## config.mk

```make
export PLATFORM = sky130hd
export DESIGN_NAME = tcc_timer16
export DESIGN_NICKNAME = d
export VERILOG_FILES = /design/src/tcc_pkg.sv /design/src/tcc_timer16.sv
export SDC_FILE = /design/constraint.sdc
export NUM_CORES = 1
export LEC_CHECK = 0
export ABC_CLOCK_PERIOD_IN_PS = 10800
export BUFFER_PORTS_ARGS = -buffer_cell sky130_fd_sc_hd__buf_2
export CAP_MARGIN = 10
export CELL_PAD_IN_SITES_DETAIL_PLACEMENT = 1
export CELL_PAD_IN_SITES_GLOBAL_PLACEMENT = 1
export CORE_ASPECT_RATIO = 1.4
export CORE_MARGIN = 5
export CORE_UTILIZATION = 52
export CTS_CLUSTER_SIZE = 28
export DETAILED_ROUTE_END_ITERATION = 6
export PLACE_DENSITY = 0.93
export SETUP_SLACK_MARGIN = 0.3
export SYNTH_ARGS = -nofsm -noshare
export SYNTH_HDL_FRONTEND = slang
export SYNTH_SLANG_ARGS = --single-unit
```

## constraint.sdc

```tcl
create_clock -name core_clk -period 10.8 [get_ports core_clk]
set_input_delay 0.54 -clock core_clk [delete_from_list [all_inputs] [get_ports core_clk]]
set_output_delay 0.54 -clock core_clk [all_outputs]
set_load 0.03 [all_outputs]
```

## src/tcc_pkg.sv

```systemverilog
// Package with offsets, field positions, codes and types of the 16-bit timer/counter block.
`default_nettype none
package tcc_pkg;
    // Register offsets on the 8-bit I/O register port.
    localparam logic [3:0] OFF_CTRL_A  = 4'h0;
    localparam logic [3:0] OFF_CTRL_B  = 4'h1;
    localparam logic [3:0] OFF_CTRL_C  = 4'h2;
    localparam logic [3:0] OFF_CNT_L   = 4'h3;
    localparam logic [3:0] OFF_CNT_H   = 4'h4;
    localparam logic [3:0] OFF_OCRA_L  = 4'h5;
    localparam logic [3:0] OFF_OCRA_H  = 4'h6;
    localparam logic [3:0] OFF_OCRB_L  = 4'h7;
    localparam logic [3:0] OFF_OCRB_H  = 4'h8;
    localparam logic [3:0] OFF_ICR_L   = 4'h9;
    localparam logic [3:0] OFF_ICR_H   = 4'hA;
    localparam logic [3:0] OFF_MASK    = 4'hB;
    localparam logic [3:0] OFF_FLAGS   = 4'hC;

    // Reset values of the control, mask and 16-bit word registers.
    localparam logic [7:0]  CTRL_A_RESET = 8'h00;
    localparam logic [7:0]  CTRL_B_RESET = 8'h00;
    localparam logic [7:0]  MASK_RESET   = 8'h00;
    localparam logic [15:0] WORD_RESET   = 16'h0000;

    // Writable bits of each register; all other bits read as zero.
    localparam logic [7:0] CTRL_A_BITS = 8'hF3;
    localparam logic [7:0] CTRL_B_BITS = 8'hDF;
    localparam logic [7:0] IRQ_BITS    = 8'h27;

    // Field positions in control register B.
    localparam int unsigned POS_FILTER  = 7;
    localparam int unsigned POS_EDGE    = 6;
    localparam int unsigned POS_WAVE_HI = 4;
    localparam int unsigned POS_WAVE_LO = 3;
    // Field positions in control register C.
    localparam int unsigned POS_FORCE_A = 7;
    localparam int unsigned POS_FORCE_B = 6;
    // Bit positions shared by the mask and flag registers.
    localparam int unsigned POS_CAPT    = 5;
    localparam int unsigned POS_MATCH_B = 2;
    localparam int unsigned POS_MATCH_A = 1;
    localparam int unsigned POS_OVF     = 0;

    // Clock select codes.
    localparam logic [2:0] CS_STOP     = 3'h0;
    localparam logic [2:0] CS_DIV1     = 3'h1;
    localparam logic [2:0] CS_DIV8     = 3'h2;
    localparam logic [2:0] CS_DIV64    = 3'h3;
    localparam logic [2:0] CS_DIV256   = 3'h4;
    localparam logic [2:0] CS_DIV1024  = 3'h5;
    localparam logic [2:0] CS_EXT_FALL = 3'h6;
    localparam logic [2:0] CS_EXT_RISE = 3'h7;

    // Fixed TOP values and the counter maximum.
    localparam logic [15:0] TOP_8BIT  = 16'h00FF;
    localparam logic [15:0] TOP_9BIT  = 16'h01FF;
    localparam logic [15:0] TOP_10BIT = 16'h03FF;
    localparam logic [15:0] CNT_MAX   = 16'hFFFF;

    // Equal samples the capture filter needs before its output moves.
    localparam int unsigned FILTER_SAMPLES = 4;

    // One access on the I/O register port.
    typedef struct packed {
        logic [3:0] addr;
        logic [7:0] wdata;
        logic       wr;
        logic       rd;
    } tcc_bus_t;

    // One bit per interrupt source.
    typedef struct packed {
        logic capture;
        logic match_b;
        logic match_a;
        logic overflow;
    } tcc_irq_t;

    // Counting direction of the dual-slope modes.
    typedef enum logic {TCC_COUNT_UP, TCC_COUNT_DOWN} tcc_dir_t;
endpackage
`default_nettype wire

```

## src/tcc_timer16.sv

```systemverilog
// Control, counting, capture, forced-compare and interrupt logic of the 16-bit timer/counter.
`timescale 1ns/1ps
`default_nettype none
module tcc_timer16 (
    input  wire logic              core_clk,
    input  wire logic              rst,
    input  wire logic              clk_en,
    input  wire tcc_pkg::tcc_bus_t bus,
    output logic [7:0]             rdata,
    input  wire logic              global_irq_enable,
    input  wire tcc_pkg::tcc_irq_t vector_done,
    output tcc_pkg::tcc_irq_t      irq,
    input  wire logic              capture_pin,
    input  wire logic              external_count_pin,
    input  wire logic              comparator_out,
    input  wire logic              capture_from_comparator,
    output logic                   wave_output_a,
    output logic                   wave_output_b,
    output logic                   wave_enable_a,
    output logic                   wave_enable_b
);
    import tcc_pkg::*;

    // Register state.
    logic [7:0]  ctrl_a_reg;     // Compare output actions and low mode bits.
    logic [7:0]  ctrl_b_reg;     // Filter, edge, high mode bits and clock select.
    logic [7:0]  mask_reg;       // Interrupt enables.
    tcc_irq_t    flags_reg;      // Sticky event flags.
    tcc_irq_t    flags_next;
    logic [7:0]  temp_reg;       // Shared high byte latch.
    logic [15:0] cnt_reg;        // The counter.
    logic [15:0] cnt_next;
    tcc_dir_t    dir_reg;        // Direction in dual-slope modes.
    tcc_dir_t    dir_next;
    logic [15:0] ocr_reg [2];    // Compare values, index 0 is channel A.
    logic [15:0] icr_reg;        // Capture value.
    logic        block_reg;      // Set by a counter write until the next timer tick.
    logic [9:0]  presc_reg;      // Free-running prescaler.
    logic [1:0]  wave_reg;       // Waveform outputs, bit 0 is channel A.
    logic [1:0]  wave_next;
    logic [7:0]  rdata_reg;
    logic [7:0]  rdata_next;

    // Synchronisers and capture path.
    logic        cap_s1_reg, cap_s2_reg;
    logic        ext_s1_reg, ext_s2_reg, ext_prev_reg;
    logic [FILTER_SAMPLES-2:0] cap_hist_reg;  // Previous samples of the synchronised pin.
    logic        cap_filt_reg;                // Filtered pin level.
    logic        cap_prev_reg;                // Previous level of the selected capture source.

    // Write strobes, one per location, with one shared by the four high bytes.
    wire wr_ctrl_a = bus.wr && (bus.addr == OFF_CTRL_A);
    wire wr_ctrl_b = bus.wr && (bus.addr == OFF_CTRL_B);
    wire wr_ctrl_c = bus.wr && (bus.addr == OFF_CTRL_C);
    wire wr_cnt_l  = bus.wr && (bus.addr == OFF_CNT_L);
    wire wr_ocra_l = bus.wr && (bus.addr == OFF_OCRA_L);
    wire wr_ocrb_l = bus.wr && (bus.addr == OFF_OCRB_L);
    wire wr_icr_l  = bus.wr && (bus.addr == OFF_ICR_L);
    wire wr_mask   = bus.wr && (bus.addr == OFF_MASK);
    wire wr_flags  = bus.wr && (bus.addr == OFF_FLAGS);
    wire wr_high   = bus.wr && ((bus.addr == OFF_CNT_H) || (bus.addr == OFF_OCRA_H) ||
                                (bus.addr == OFF_OCRB_H) || (bus.addr == OFF_ICR_H));
    wire [15:0] wr_word = {temp_reg, bus.wdata};

    wire [3:0] wave_mode = {ctrl_b_reg[POS_WAVE_HI], ctrl_b_reg[POS_WAVE_LO], ctrl_a_reg[1:0]};
    wire is_pwm     = (wave_mode != 4'h0) && (wave_mode != 4'h4) && (wave_mode != 4'hC) && (wave_mode != 4'hD);
    wire is_fast    = (wave_mode[3:2] == 2'b01 && wave_mode[1:0] != 2'b00) || (wave_mode[3:1] == 3'b111);
    wire is_phase   = is_pwm && !is_fast;
    wire icr_is_top = (wave_mode == 4'h8) || (wave_mode == 4'hA) || (wave_mode == 4'hC) || (wave_mode == 4'hE);
    wire ocr_is_top = (wave_mode == 4'h4) || (wave_mode == 4'h9) || (wave_mode == 4'hB) || (wave_mode == 4'hF);
    wire [15:0] top = icr_is_top ? icr_reg :
                      ocr_is_top ? ocr_reg[0] :
                      (wave_mode[1:0] == 2'b01) ? TOP_8BIT :
                      (wave_mode[1:0] == 2'b10) ? TOP_9BIT :
                      (wave_mode[1:0] == 2'b11) ? TOP_10BIT : CNT_MAX;

    wire [2:0] clock_select_field = ctrl_b_reg[2:0];
    wire ext_rise = ext_s2_reg && !ext_prev_reg;
    wire ext_fall = !ext_s2_reg && ext_prev_reg;
    // External pin edges count regardless of pin direction.
    wire tick = (clock_select_field == CS_DIV1) ||
                (clock_select_field == CS_DIV8 && (&presc_reg[2:0])) ||
                (clock_select_field == CS_DIV64 && (&presc_reg[5:0])) ||
                (clock_select_field == CS_DIV256 && (&presc_reg[7:0])) ||
                (clock_select_field == CS_DIV1024 && (&presc_reg[9:0])) ||
                (clock_select_field == CS_EXT_FALL && ext_fall) ||
                (clock_select_field == CS_EXT_RISE && ext_rise);

    wire cap_src = capture_from_comparator ? comparator_out : cap_filt_reg;
    // Edge select on the chosen source.
    wire cap_edge = ctrl_b_reg[POS_EDGE] ? (cap_src && !cap_prev_reg) : (!cap_src && cap_prev_reg);
    // No pin capture while the capture register is TOP.
    wire cap_event = cap_edge && !icr_is_top;
    wire cap_top_set = tick && icr_is_top && (cnt_reg == top);

    // Continuous comparison, blocked right after a counter write.
    wire [1:0] hit;
    assign hit[0] = tick && (cnt_reg == ocr_reg[0]) && !block_reg && !wr_cnt_l;
    assign hit[1] = tick && (cnt_reg == ocr_reg[1]) && !block_reg && !wr_cnt_l;
    wire top_hit = tick && (cnt_reg == top);
    // Force strobes act only outside PWM modes.
    wire [1:0] force_hit;
    assign force_hit[0] = wr_ctrl_c && bus.wdata[POS_FORCE_A] && !is_pwm;
    assign force_hit[1] = wr_ctrl_c && bus.wdata[POS_FORCE_B] && !is_pwm;

    wire ovf_set = tick && (is_phase ? (dir_reg == TCC_COUNT_DOWN && cnt_reg == WORD_RESET) :
                            is_fast  ? (cnt_reg == top) : (cnt_reg == CNT_MAX));

    // Counter sequence per mode; a software write takes precedence over a tick.
    always_comb begin
        cnt_next = cnt_reg;
        dir_next = dir_reg;
        if (wr_cnt_l) begin
            cnt_next = wr_word;
        end else if (tick && is_phase) begin
            // Dual slope: turn at TOP and at BOTTOM.
            if (dir_reg == TCC_COUNT_UP) begin
                if (cnt_reg >= top) begin
                    dir_next = TCC_COUNT_DOWN;
                    cnt_next = cnt_reg - 16'h0001;
                end else begin
                    cnt_next = cnt_reg + 16'h0001;
                end
            end else if (cnt_reg == WORD_RESET) begin
                dir_next = TCC_COUNT_UP;
                cnt_next = cnt_reg + 16'h0001;
            end else begin
                cnt_next = cnt_reg - 16'h0001;
            end
        end else if (tick) begin
            // Only a real TOP match clears the counter, never a force.
            if (cnt_reg == top) begin
                cnt_next = WORD_RESET;
            end else begin
                cnt_next = cnt_reg + 16'h0001;
            end
        end
    end

    // Flags: set beats clear, cleared by vector or a written one.
    always_comb begin
        flags_next.capture  = (flags_reg.capture  && !(wr_flags && bus.wdata[POS_CAPT])    && !vector_done.capture)
                              || cap_event || cap_top_set;
        flags_next.match_b  = (flags_reg.match_b  && !(wr_flags && bus.wdata[POS_MATCH_B]) && !vector_done.match_b)
                              || hit[1];
        flags_next.match_a  = (flags_reg.match_a  && !(wr_flags && bus.wdata[POS_MATCH_A]) && !vector_done.match_a)
                              || hit[0];
        flags_next.overflow = (flags_reg.overflow && !(wr_flags && bus.wdata[POS_OVF])     && !vector_done.overflow)
                              || ovf_set;
    end

    // Waveform output action of each channel.
    for (genvar i = 0; i < 2; i++) begin : g_chan
        wire [1:0] compare_output_action = ctrl_a_reg[7-2*i -: 2];
        wire       toggle_ok = (i == 0) && wave_mode[3];
        logic      w;
        always_comb begin
            w = wave_reg[i];
            if (!is_pwm) begin
                // Non-PWM: match or force applies the selected action.
                if (hit[i] || force_hit[i]) begin
                    case (compare_output_action)
                        2'b01: w = !wave_reg[i];
                        2'b10: w = 1'b0;
                        2'b11: w = 1'b1;
                        default: w = wave_reg[i];
                    endcase
                end
            end else if (compare_output_action[1]) begin
                if (is_fast) begin
                    // Fast PWM: level at match, opposite level at TOP.
                    if (hit[i]) begin
                        w = compare_output_action[0];
                    end else if (top_hit) begin
                        w = !compare_output_action[0];
                    end
                end else if (hit[i]) begin
                    // Dual slope: level depends on direction.
                    w = (dir_reg == TCC_COUNT_UP) ? compare_output_action[0] : !compare_output_action[0];
                end
            end else if (compare_output_action[0] && toggle_ok && hit[i]) begin
                w = !wave_reg[i];
            end
        end
        assign wave_next[i] = w;
    end

    // Read mux; low byte reads also feed the shared latch.
    always_comb begin
        rdata_next = 8'h00;
        if (bus.addr == OFF_CTRL_A) begin
            rdata_next = ctrl_a_reg & CTRL_A_BITS;
        end else if (bus.addr == OFF_CTRL_B) begin
            // Reserved bit 5 is never stored, so it reads as zero.
            rdata_next = ctrl_b_reg & CTRL_B_BITS;
        end else if (bus.addr == OFF_CTRL_C) begin
            rdata_next = 8'h00;
        end else if (bus.addr == OFF_CNT_L) begin
            rdata_next = cnt_reg[7:0];
        end else if (bus.addr == OFF_OCRA_L) begin
            rdata_next = ocr_reg[0][7:0];
        end else if (bus.addr == OFF_OCRB_L) begin
            rdata_next = ocr_reg[1][7:0];
        end else if (bus.addr == OFF_ICR_L) begin
            rdata_next = icr_reg[7:0];
        end else if (bus.addr == OFF_CNT_H || bus.addr == OFF_OCRA_H ||
                     bus.addr == OFF_OCRB_H || bus.addr == OFF_ICR_H) begin
            rdata_next = temp_reg;
        end else if (bus.addr == OFF_MASK) begin
            rdata_next = mask_reg & IRQ_BITS;
        end else if (bus.addr == OFF_FLAGS) begin
            rdata_next = {2'b00, flags_reg.capture, 2'b00, flags_reg.match_b, flags_reg.match_a, flags_reg.overflow};
        end
    end

    // High byte that a low byte read latches.
    wire [7:0] latch_high = (bus.addr == OFF_CNT_L)  ? cnt_reg[15:8] :
                            (bus.addr == OFF_OCRA_L) ? ocr_reg[0][15:8] :
                            (bus.addr == OFF_OCRB_L) ? ocr_reg[1][15:8] : icr_reg[15:8];
    wire rd_low = bus.rd && ((bus.addr == OFF_CNT_L) || (bus.addr == OFF_OCRA_L) ||
                             (bus.addr == OFF_OCRB_L) || (bus.addr == OFF_ICR_L));

    // Pin synchronisers; the first stage feeds only the second.
    always_ff @(posedge core_clk or posedge rst) begin
        if (rst) begin
            cap_s1_reg   <= 1'b0;
            cap_s2_reg   <= 1'b0;
            ext_s1_reg   <= 1'b0;
            ext_s2_reg   <= 1'b0;
            ext_prev_reg <= 1'b0;
        end else if (clk_en) begin
            cap_s1_reg   <= capture_pin;
            cap_s2_reg   <= cap_s1_reg;
            ext_s1_reg   <= external_count_pin;
            ext_s2_reg   <= ext_s1_reg;
            ext_prev_reg <= ext_s2_reg;
        end
    end

    // Noise filter, bypassed when disabled; adds latency for noise immunity.
    always_ff @(posedge core_clk or posedge rst) begin
        if (rst) begin
            cap_hist_reg <= '0;
            cap_filt_reg <= 1'b0;
            cap_prev_reg <= 1'b0;
        end else if (clk_en) begin
            cap_hist_reg <= {cap_hist_reg[FILTER_SAMPLES-3:0], cap_s2_reg};
            if (!ctrl_b_reg[POS_FILTER]) begin
                cap_filt_reg <= cap_s2_reg;
            end else if ((&cap_hist_reg) && cap_s2_reg) begin
                cap_filt_reg <= 1'b1;
            end else if (!(|cap_hist_reg) && !cap_s2_reg) begin
                cap_filt_reg <= 1'b0;
            end
            cap_prev_reg <= cap_src;
        end
    end

    // Control registers and the shared latch.
    always_ff @(posedge core_clk or posedge rst) begin
        if (rst) begin
            ctrl_a_reg <= CTRL_A_RESET;
            ctrl_b_reg <= CTRL_B_RESET;
            mask_reg   <= MASK_RESET;
            temp_reg   <= 8'h00;
            rdata_reg  <= 8'h00;
        end else if (clk_en) begin
            if (wr_ctrl_a) ctrl_a_reg <= bus.wdata & CTRL_A_BITS;
            if (wr_ctrl_b) ctrl_b_reg <= bus.wdata & CTRL_B_BITS;
            if (wr_mask)   mask_reg   <= bus.wdata & IRQ_BITS;
            // High write parks the byte; low read latches the high byte.
            if (wr_high) begin
                temp_reg <= bus.wdata;
            end else if (rd_low) begin
                temp_reg <= latch_high;
            end
            if (bus.rd) rdata_reg <= rdata_next;
        end
    end

    // Counter, compare, capture, flags and waveform state.
    always_ff @(posedge core_clk or posedge rst) begin
        if (rst) begin
            cnt_reg    <= WORD_RESET;
            dir_reg    <= TCC_COUNT_UP;
            ocr_reg[0] <= WORD_RESET;
            ocr_reg[1] <= WORD_RESET;
            icr_reg    <= WORD_RESET;
            block_reg  <= 1'b0;
            presc_reg  <= 10'h000;
            flags_reg  <= '0;
            wave_reg   <= 2'b00;
        end else if (clk_en) begin
            presc_reg <= presc_reg + 10'h001;
            cnt_reg   <= cnt_next;
            dir_reg   <= dir_next;
            flags_reg <= flags_next;
            wave_reg  <= wave_next;
            // Hold the block until the next timer tick.
            if (wr_cnt_l) begin
                block_reg <= 1'b1;
            end else if (tick) begin
                block_reg <= 1'b0;
            end
            if (wr_ocra_l) ocr_reg[0] <= wr_word;
            if (wr_ocrb_l) ocr_reg[1] <= wr_word;
            // A capture event wins over a software write in the same cycle.
            if (cap_event) begin
                icr_reg <= cnt_reg;
            end else if (wr_icr_l) begin
                icr_reg <= wr_word;
            end
        end
    end

    assign irq.capture  = flags_reg.capture  && mask_reg[POS_CAPT]    && global_irq_enable;
    assign irq.match_b  = flags_reg.match_b  && mask_reg[POS_MATCH_B] && global_irq_enable;
    assign irq.match_a  = flags_reg.match_a  && mask_reg[POS_MATCH_A] && global_irq_enable;
    assign irq.overflow = flags_reg.overflow && mask_reg[POS_OVF]     && global_irq_enable;

    assign rdata         = rdata_reg;
    assign wave_output_a = wave_reg[0];
    assign wave_output_b = wave_reg[1];
    assign wave_enable_a = (ctrl_a_reg[7:6] != 2'b00);
    assign wave_enable_b = (ctrl_a_reg[5:4] != 2'b00);
endmodule
`default_nettype wire

```

# After elaboration in Yosys (flattened, before gate mapping)

Cells that the tools add are included.

Memories kept: 0
Logic and storage cells: 293
Bits in registers: 125
Memory bits (read-only): 0
Bits in writable memories: 0
Input bits: 26
Bits in latches: 0

Reductions and logical operators: 150
$lt $le $gt $ge: 1
Bitwise gates (word level): 1
$add $sub $neg: 3
Shifts and indexed selects: 0
Equal/unequal tests: 52
Divide/modulo/power cells: 0
$mul: 0
Muxes and demuxes: 60

Operators by type and width:

| operator                                               | count |
|---|---|
| 2-to-1 mux 16 bit                                      | 14 |
| 2-to-1 mux 8 bit                                       | 13 |
| logical AND 1 bit                                      | 67 |
| equality test 16 bit                                   | 3 |
| equality test 4 bit (second input constant)            | 12 |
| 2-to-1 mux 1 bit                                       | 29 |
| logical OR 1 bit                                       | 26 |
| zero test 1 bit                                        | 23 |
| AND reduction 2 bit                                    | 11 |
| equality test 4 x 3 -> 1 bit (second input constant)   | 5 |
| AND reduction 6 bit                                    | 3 |
| adder 16 x 1 -> 16 bit (second input constant)         | 1 |
| equality test 16 bit (second input constant)           | 1 |
| greater-or-equal comparator 16 bit                     | 1 |
| zero test 16 bit                                       | 1 |
| nonzero test 2 bit                                     | 8 |
| subtractor 16 x 1 -> 16 bit (second input constant)    | 1 |
| equality test 3 bit (second input constant)            | 5 |
| equality test 2 bit (second input constant)            | 6 |
| 2-to-1 mux 6 bit                                       | 2 |
| nonzero test 4 bit                                     | 3 |
| adder 10 x 1 -> 10 bit (second input constant)         | 1 |
| AND reduction 10 bit                                   | 1 |
| inequality test 3 x 1 -> 1 bit (second input constant) | 3 |
| other kinds (17)                                       | 27 |

# Longest topological paths before layout

Word-level depth: 15
Depth in mapped cells: 18

# Least setup slack after synthesis

OpenSTA, ideal clock, no wires.

Path kind: reg2reg
Start point: register ctrl_a_reg[1]
End point: register cnt_reg[5]
Arrival: 3752 ps
Path slack: 6905 ps
Stages on the path, launching flop included: 19
Library setup time: 143 ps
Buffers on the path: 2
Required time: 10658 ps
Path through: dfrtp_1 -> inv_1 -> ha_1 -> a21oi_1 -> nor2_1 -> a31oi_1 -> clkbuf_1 -> nor2_1 -> a211oi_1 -> a21oi_1 -> ha_1 -> and4_1 -> nand4_1 -> o221ai_1 -> or2_0 -> clkbuf_1 -> nand2_1 -> a221oi_1 -> o221ai_1

Word-level cells in the longest chain between the ends: 11

Ends and longest elaborated chain:

| item                                                                       | RTL line                               | source |
|---|---|---|
| start: declaration                                                         | tcc_timer16.sv:25                      | `logic [7:0] ctrl_a_reg;` |
| start signal: assignment                                                   | tcc_timer16.sv:268                     | `if (wr_ctrl_a) ctrl_a_reg <= bus.wdata & CTRL_A_BITS;` |
| equality test 2 bit (tied with other cells)                                | tcc_timer16.sv:75                      | `(wave_mode[1:0] == 2'b11) ? TOP_10BIT : CNT_MAX;` |
| 2-to-1 mux 16 bit or logical OR 1 bit (tied branches)                      | tcc_timer16.sv:75, tcc_timer16.sv:70   |  |
| 2-to-1 mux 16 bit or logical OR 1 bit (tied branches)                      | tcc_timer16.sv:74, tcc_timer16.sv:70   |  |
| 2-to-1 mux 16 bit or logical OR 1 bit (tied branches)                      | tcc_timer16.sv:73, tcc_timer16.sv:70   |  |
| 2-to-1 mux 16 bit                                                          | tcc_timer16.sv:72                      | `ocr_is_top ? ocr_reg[0] :` |
| 2-to-1 mux 16 bit                                                          | tcc_timer16.sv:71                      | `wire [15:0] top = icr_is_top ? icr_reg :` |
| greater-or-equal comparator 16 bit or equality test 16 bit (tied branches) | tcc_timer16.sv:118, tcc_timer16.sv:132 |  |
| 2-to-1 mux 16 bit, on equally long branches                                | tcc_timer16.sv:118, tcc_timer16.sv:132 |  |
| 2-to-1 mux 16 bit, on equally long branches                                | tcc_timer16.sv:117, tcc_timer16.sv:130 |  |
| 2-to-1 mux 16 bit                                                          | tcc_timer16.sv:115                     | `end else if (tick && is_phase) begin` |
| 2-to-1 mux 16 bit                                                          | tcc_timer16.sv:113                     | `if (wr_cnt_l) begin` |
| end signal: assignment                                                     | tcc_timer16.sv:295                     | `cnt_reg <= cnt_next;` |
| end: declaration                                                           | tcc_timer16.sv:31                      | `logic [15:0] cnt_reg;` |

Several ways; a longest one is shown, not always the timed one. The select of a mux whose other input is x is not followed.
A chain may end at the register's enable or synchronous reset.

# Worst setup path after layout

Start point: register ctrl_a_reg[1]
End point: register cnt_reg[10]

The elaborated chain is that of the path after synthesis.

==> out/qor.yml <==
yosysTopAreaCell: "dfrtp_1"
clock_latency_ns: 0.44
port_buffers: 41
synth_compound_area_share_pct: 19.8
hp-class: "in -> async"
period_share_pct: 44.7
final-setup-viol-count: 0
synth-simple-area-share_pct: 19.9
ant_nets: 0
slew_headroom_pct: 27.0
crit_path_max_fanout: 18
gp_congestion: 0.994
track_usage_pct: 38.2
place_area_mm2: 0.00859
fin_skew_ns: 0.0130
dieArea_mm2: 0.0186
ys_top_cells_by_count: "125 x dfrtp_1, 93 x nand2_1, 86 x o21ai_0, 59 x a21oi_1, 55 x nor2_1"
yosys_warnings: 0
syn_avg_cell_area_um2: 8.88
cts.path.max_buffers: 2
wl_per_cell_um: 30.3
synth_edf_count: 0
clkSlewWorstSetupHoldPaths_ns: 0.07
syn_nets: 988
hpwlAfterDp_um: 22800
critPathRequiredTime_ns: 11.10
rsz0062_at_grt: "no"
stdcell_area_mm2: 0.00923
async_flop_share_pct: 100
die-width_um: 117
worst_pin_slew_ns: 1.09
syn_area_mm2: 0.00830
antenna_found_initial: 1
start_kind: "register"
synth_most_common_cell: "dfrtp_1"
grt_pass1_vias: 9059
die-height_um: 159
setup-tns-final_ns: 0
leakage_nw: 3.95
vias: 8434
synth_ff_type: "dfrtp_1"
cts-root-buf: "clkbuf_16"
overflow: 0
first_pass_iters: 7
ys_seq_area_share_pct: 37.7
start_util_pct: 53.2
synth_top_area_share_pct: 37.7
syn_inst: 935
critical_path_class: "reg -> reg"
synth_fa_ha_area_share_pct: 4.07
muxShareOfSynthArea_pct: 9.81
fp-row-count: 54
clock.fmax_mhz: 207
hold_slack_ns: 0.214
cts_resized: 0
core_mm2: 0.0156
maxCapViolCount: 0
preCtsSetupSlack_ns: 6.30
grt_pass1_wl_um: 53800
hold_buffers: 0
vdd_drop_max_v: 0.000124
cts_tree: "done"
post_cts_buffers: 0
numCtsBuffers: 17
finalCriticalPeriod_ns: 4.83
outcome: "complete, but fails checks"
violations: "design-rule violations"
layout-drive-gt1-share_pct: 16.4
drt_first_iter_violations: 871
vias_per_cell: 7.30
arrival_ns: 5.13
postRouteWirelength_um: 35000
synthTopCellsByArea: "dfrtp_1 38%, mux2_2 6.9%, o21ai_0 5.2%"
synthXorXnorAreaFrac_pct: 4.43
layout_setup_ws_ns: 5.97
synth_seq_cells: 125
synth.distinct_cells: 74
critPathCaptureType: "register"
hold_violations: 0
io_pins: 42
maxSlewViolCount: 0
largest_reg_flops: 32
fin_nets: 997
synth_top_family_by_area: "simple AND/OR/NAND/NOR gates"
clkSinkCount: 125
p_per_area_mw_per_mm2: 239
grt_max_degree: 74
drc_errors: 3
syn2layout_area_growth_pct: 11.2
cts_max_level: 4
## critical path, cell delays in order, from the launching register on
cell	delay (ns)
dfrtp_1	0.46
inv_1	0.14
ha_1	0.28
a21oi_1	0.24
nor2_1	0.06
a31oi_1	0.17
buf_4	0.27
nor2_1	0.08
a211oi_1	0.31
a21oi_1	0.12
ha_1	0.31
and4_1	0.25
nand4_1	0.14
nor2_1	0.38
a21boi_2	0.49
nor2_1	0.34
nor4b_1	0.28
or3b_1	0.36
## metal layers
layer  global-route usage, %  up-vias  part of all wire, %
met5                       0        -                    0
met4                    30.5        0                   10
met3                    9.01      246                  7.9
met2                    59.6      598                   47
met1                    43.7     4129                   34
li1                        -     3461                    -
## cell families (layout without fill, tap and decap cells)
logic type | Yosys count | after routing
simple gates | 318 | 318
compound gates | 260 | 260
xor+xnor | 42 | 42
mux | 75 | 75
other cells | 0 | 2
buf+inv | 88 | 110
flops | 125 | 125
fa+ha+maj | 27 | 27
## where the power goes
group / switching [W] / internal (W)
registers: 0.000216 / 0.000589
logic: 0.000484 / 0.000291
clock network: 0.000257 / 0.000372
## metrics by stage
stage,power (W),utilization [%],std cells
global placement,0.00145,55.0,1120
CTS,0.00217,59.0,1152
global route,0.00229,59.1,1153
floorplan,0.00122,-,935
detailed placement,0.00150,55.0,1120
finish,0.00221,59.1,1155
## worst paths after layout
path | depth (start not counted) | to | from | slack, ns
min in group core_clk | 2 | ext_s1_reg | external_count_pin | 0.34
hold reg to reg | 2 | rdata[0] | rdata[0] | 0.50
hold / removal | 2 | mask_reg[1] | rst | 0.21
max in group asynchronous | 3 | ocr_reg[29] | rst | 9.16
setup / recovery | 17 | cnt_reg[10] | ctrl_a_reg[1] | 5.97
setup reg to reg | 17 | cnt_reg[10] | ctrl_a_reg[1] | 5.97
## final cells by class
| cell class | instances | area [µm²] |
|---|---|---|
| multi-input cells | 722 | 4820 |
| clock buffers | 17 | 425 |
| well taps | 196 | 245 |
| flip-flops and latches | 125 | 3130 |
| inverters | 23 | 88.8 |
| diodes | 2 | 5.00 |
| fillers | 1763 | 6380 |
| repair buffers | 55 | 314 |
| clock inverters | 15 | 198 |
## layout by cell type (no fill, tap or decap), drive strengths merged, types with 5 or more instances in the layout
master,Yosys,routed
a211o,5,5
a211oi,14,14
a21boi,5,5
a21o,5,5
a21oi,59,59
a221oi,7,7
a22o,6,6
a22oi,7,7
and2,6,6
and3,22,22
and4,5,5
buf,17,55
clkbuf,48,17
dfrtp,125,125
ha,27,27
inv,23,31
mux2,51,51
mux2i,24,24
nand2,94,94
nand2b,7,7
nand3,31,31
nand4,25,25
nor2,55,55
nor2b,5,5
nor3,19,19
nor4,13,13
o2111ai,7,7
o21a,7,7
o21ai,88,88
o22ai,16,16
o31ai,5,5
or2,5,5
or3,14,14
xnor2,15,15
xor2,27,27
Note: power is estimated with default switching activity, not from simulation.
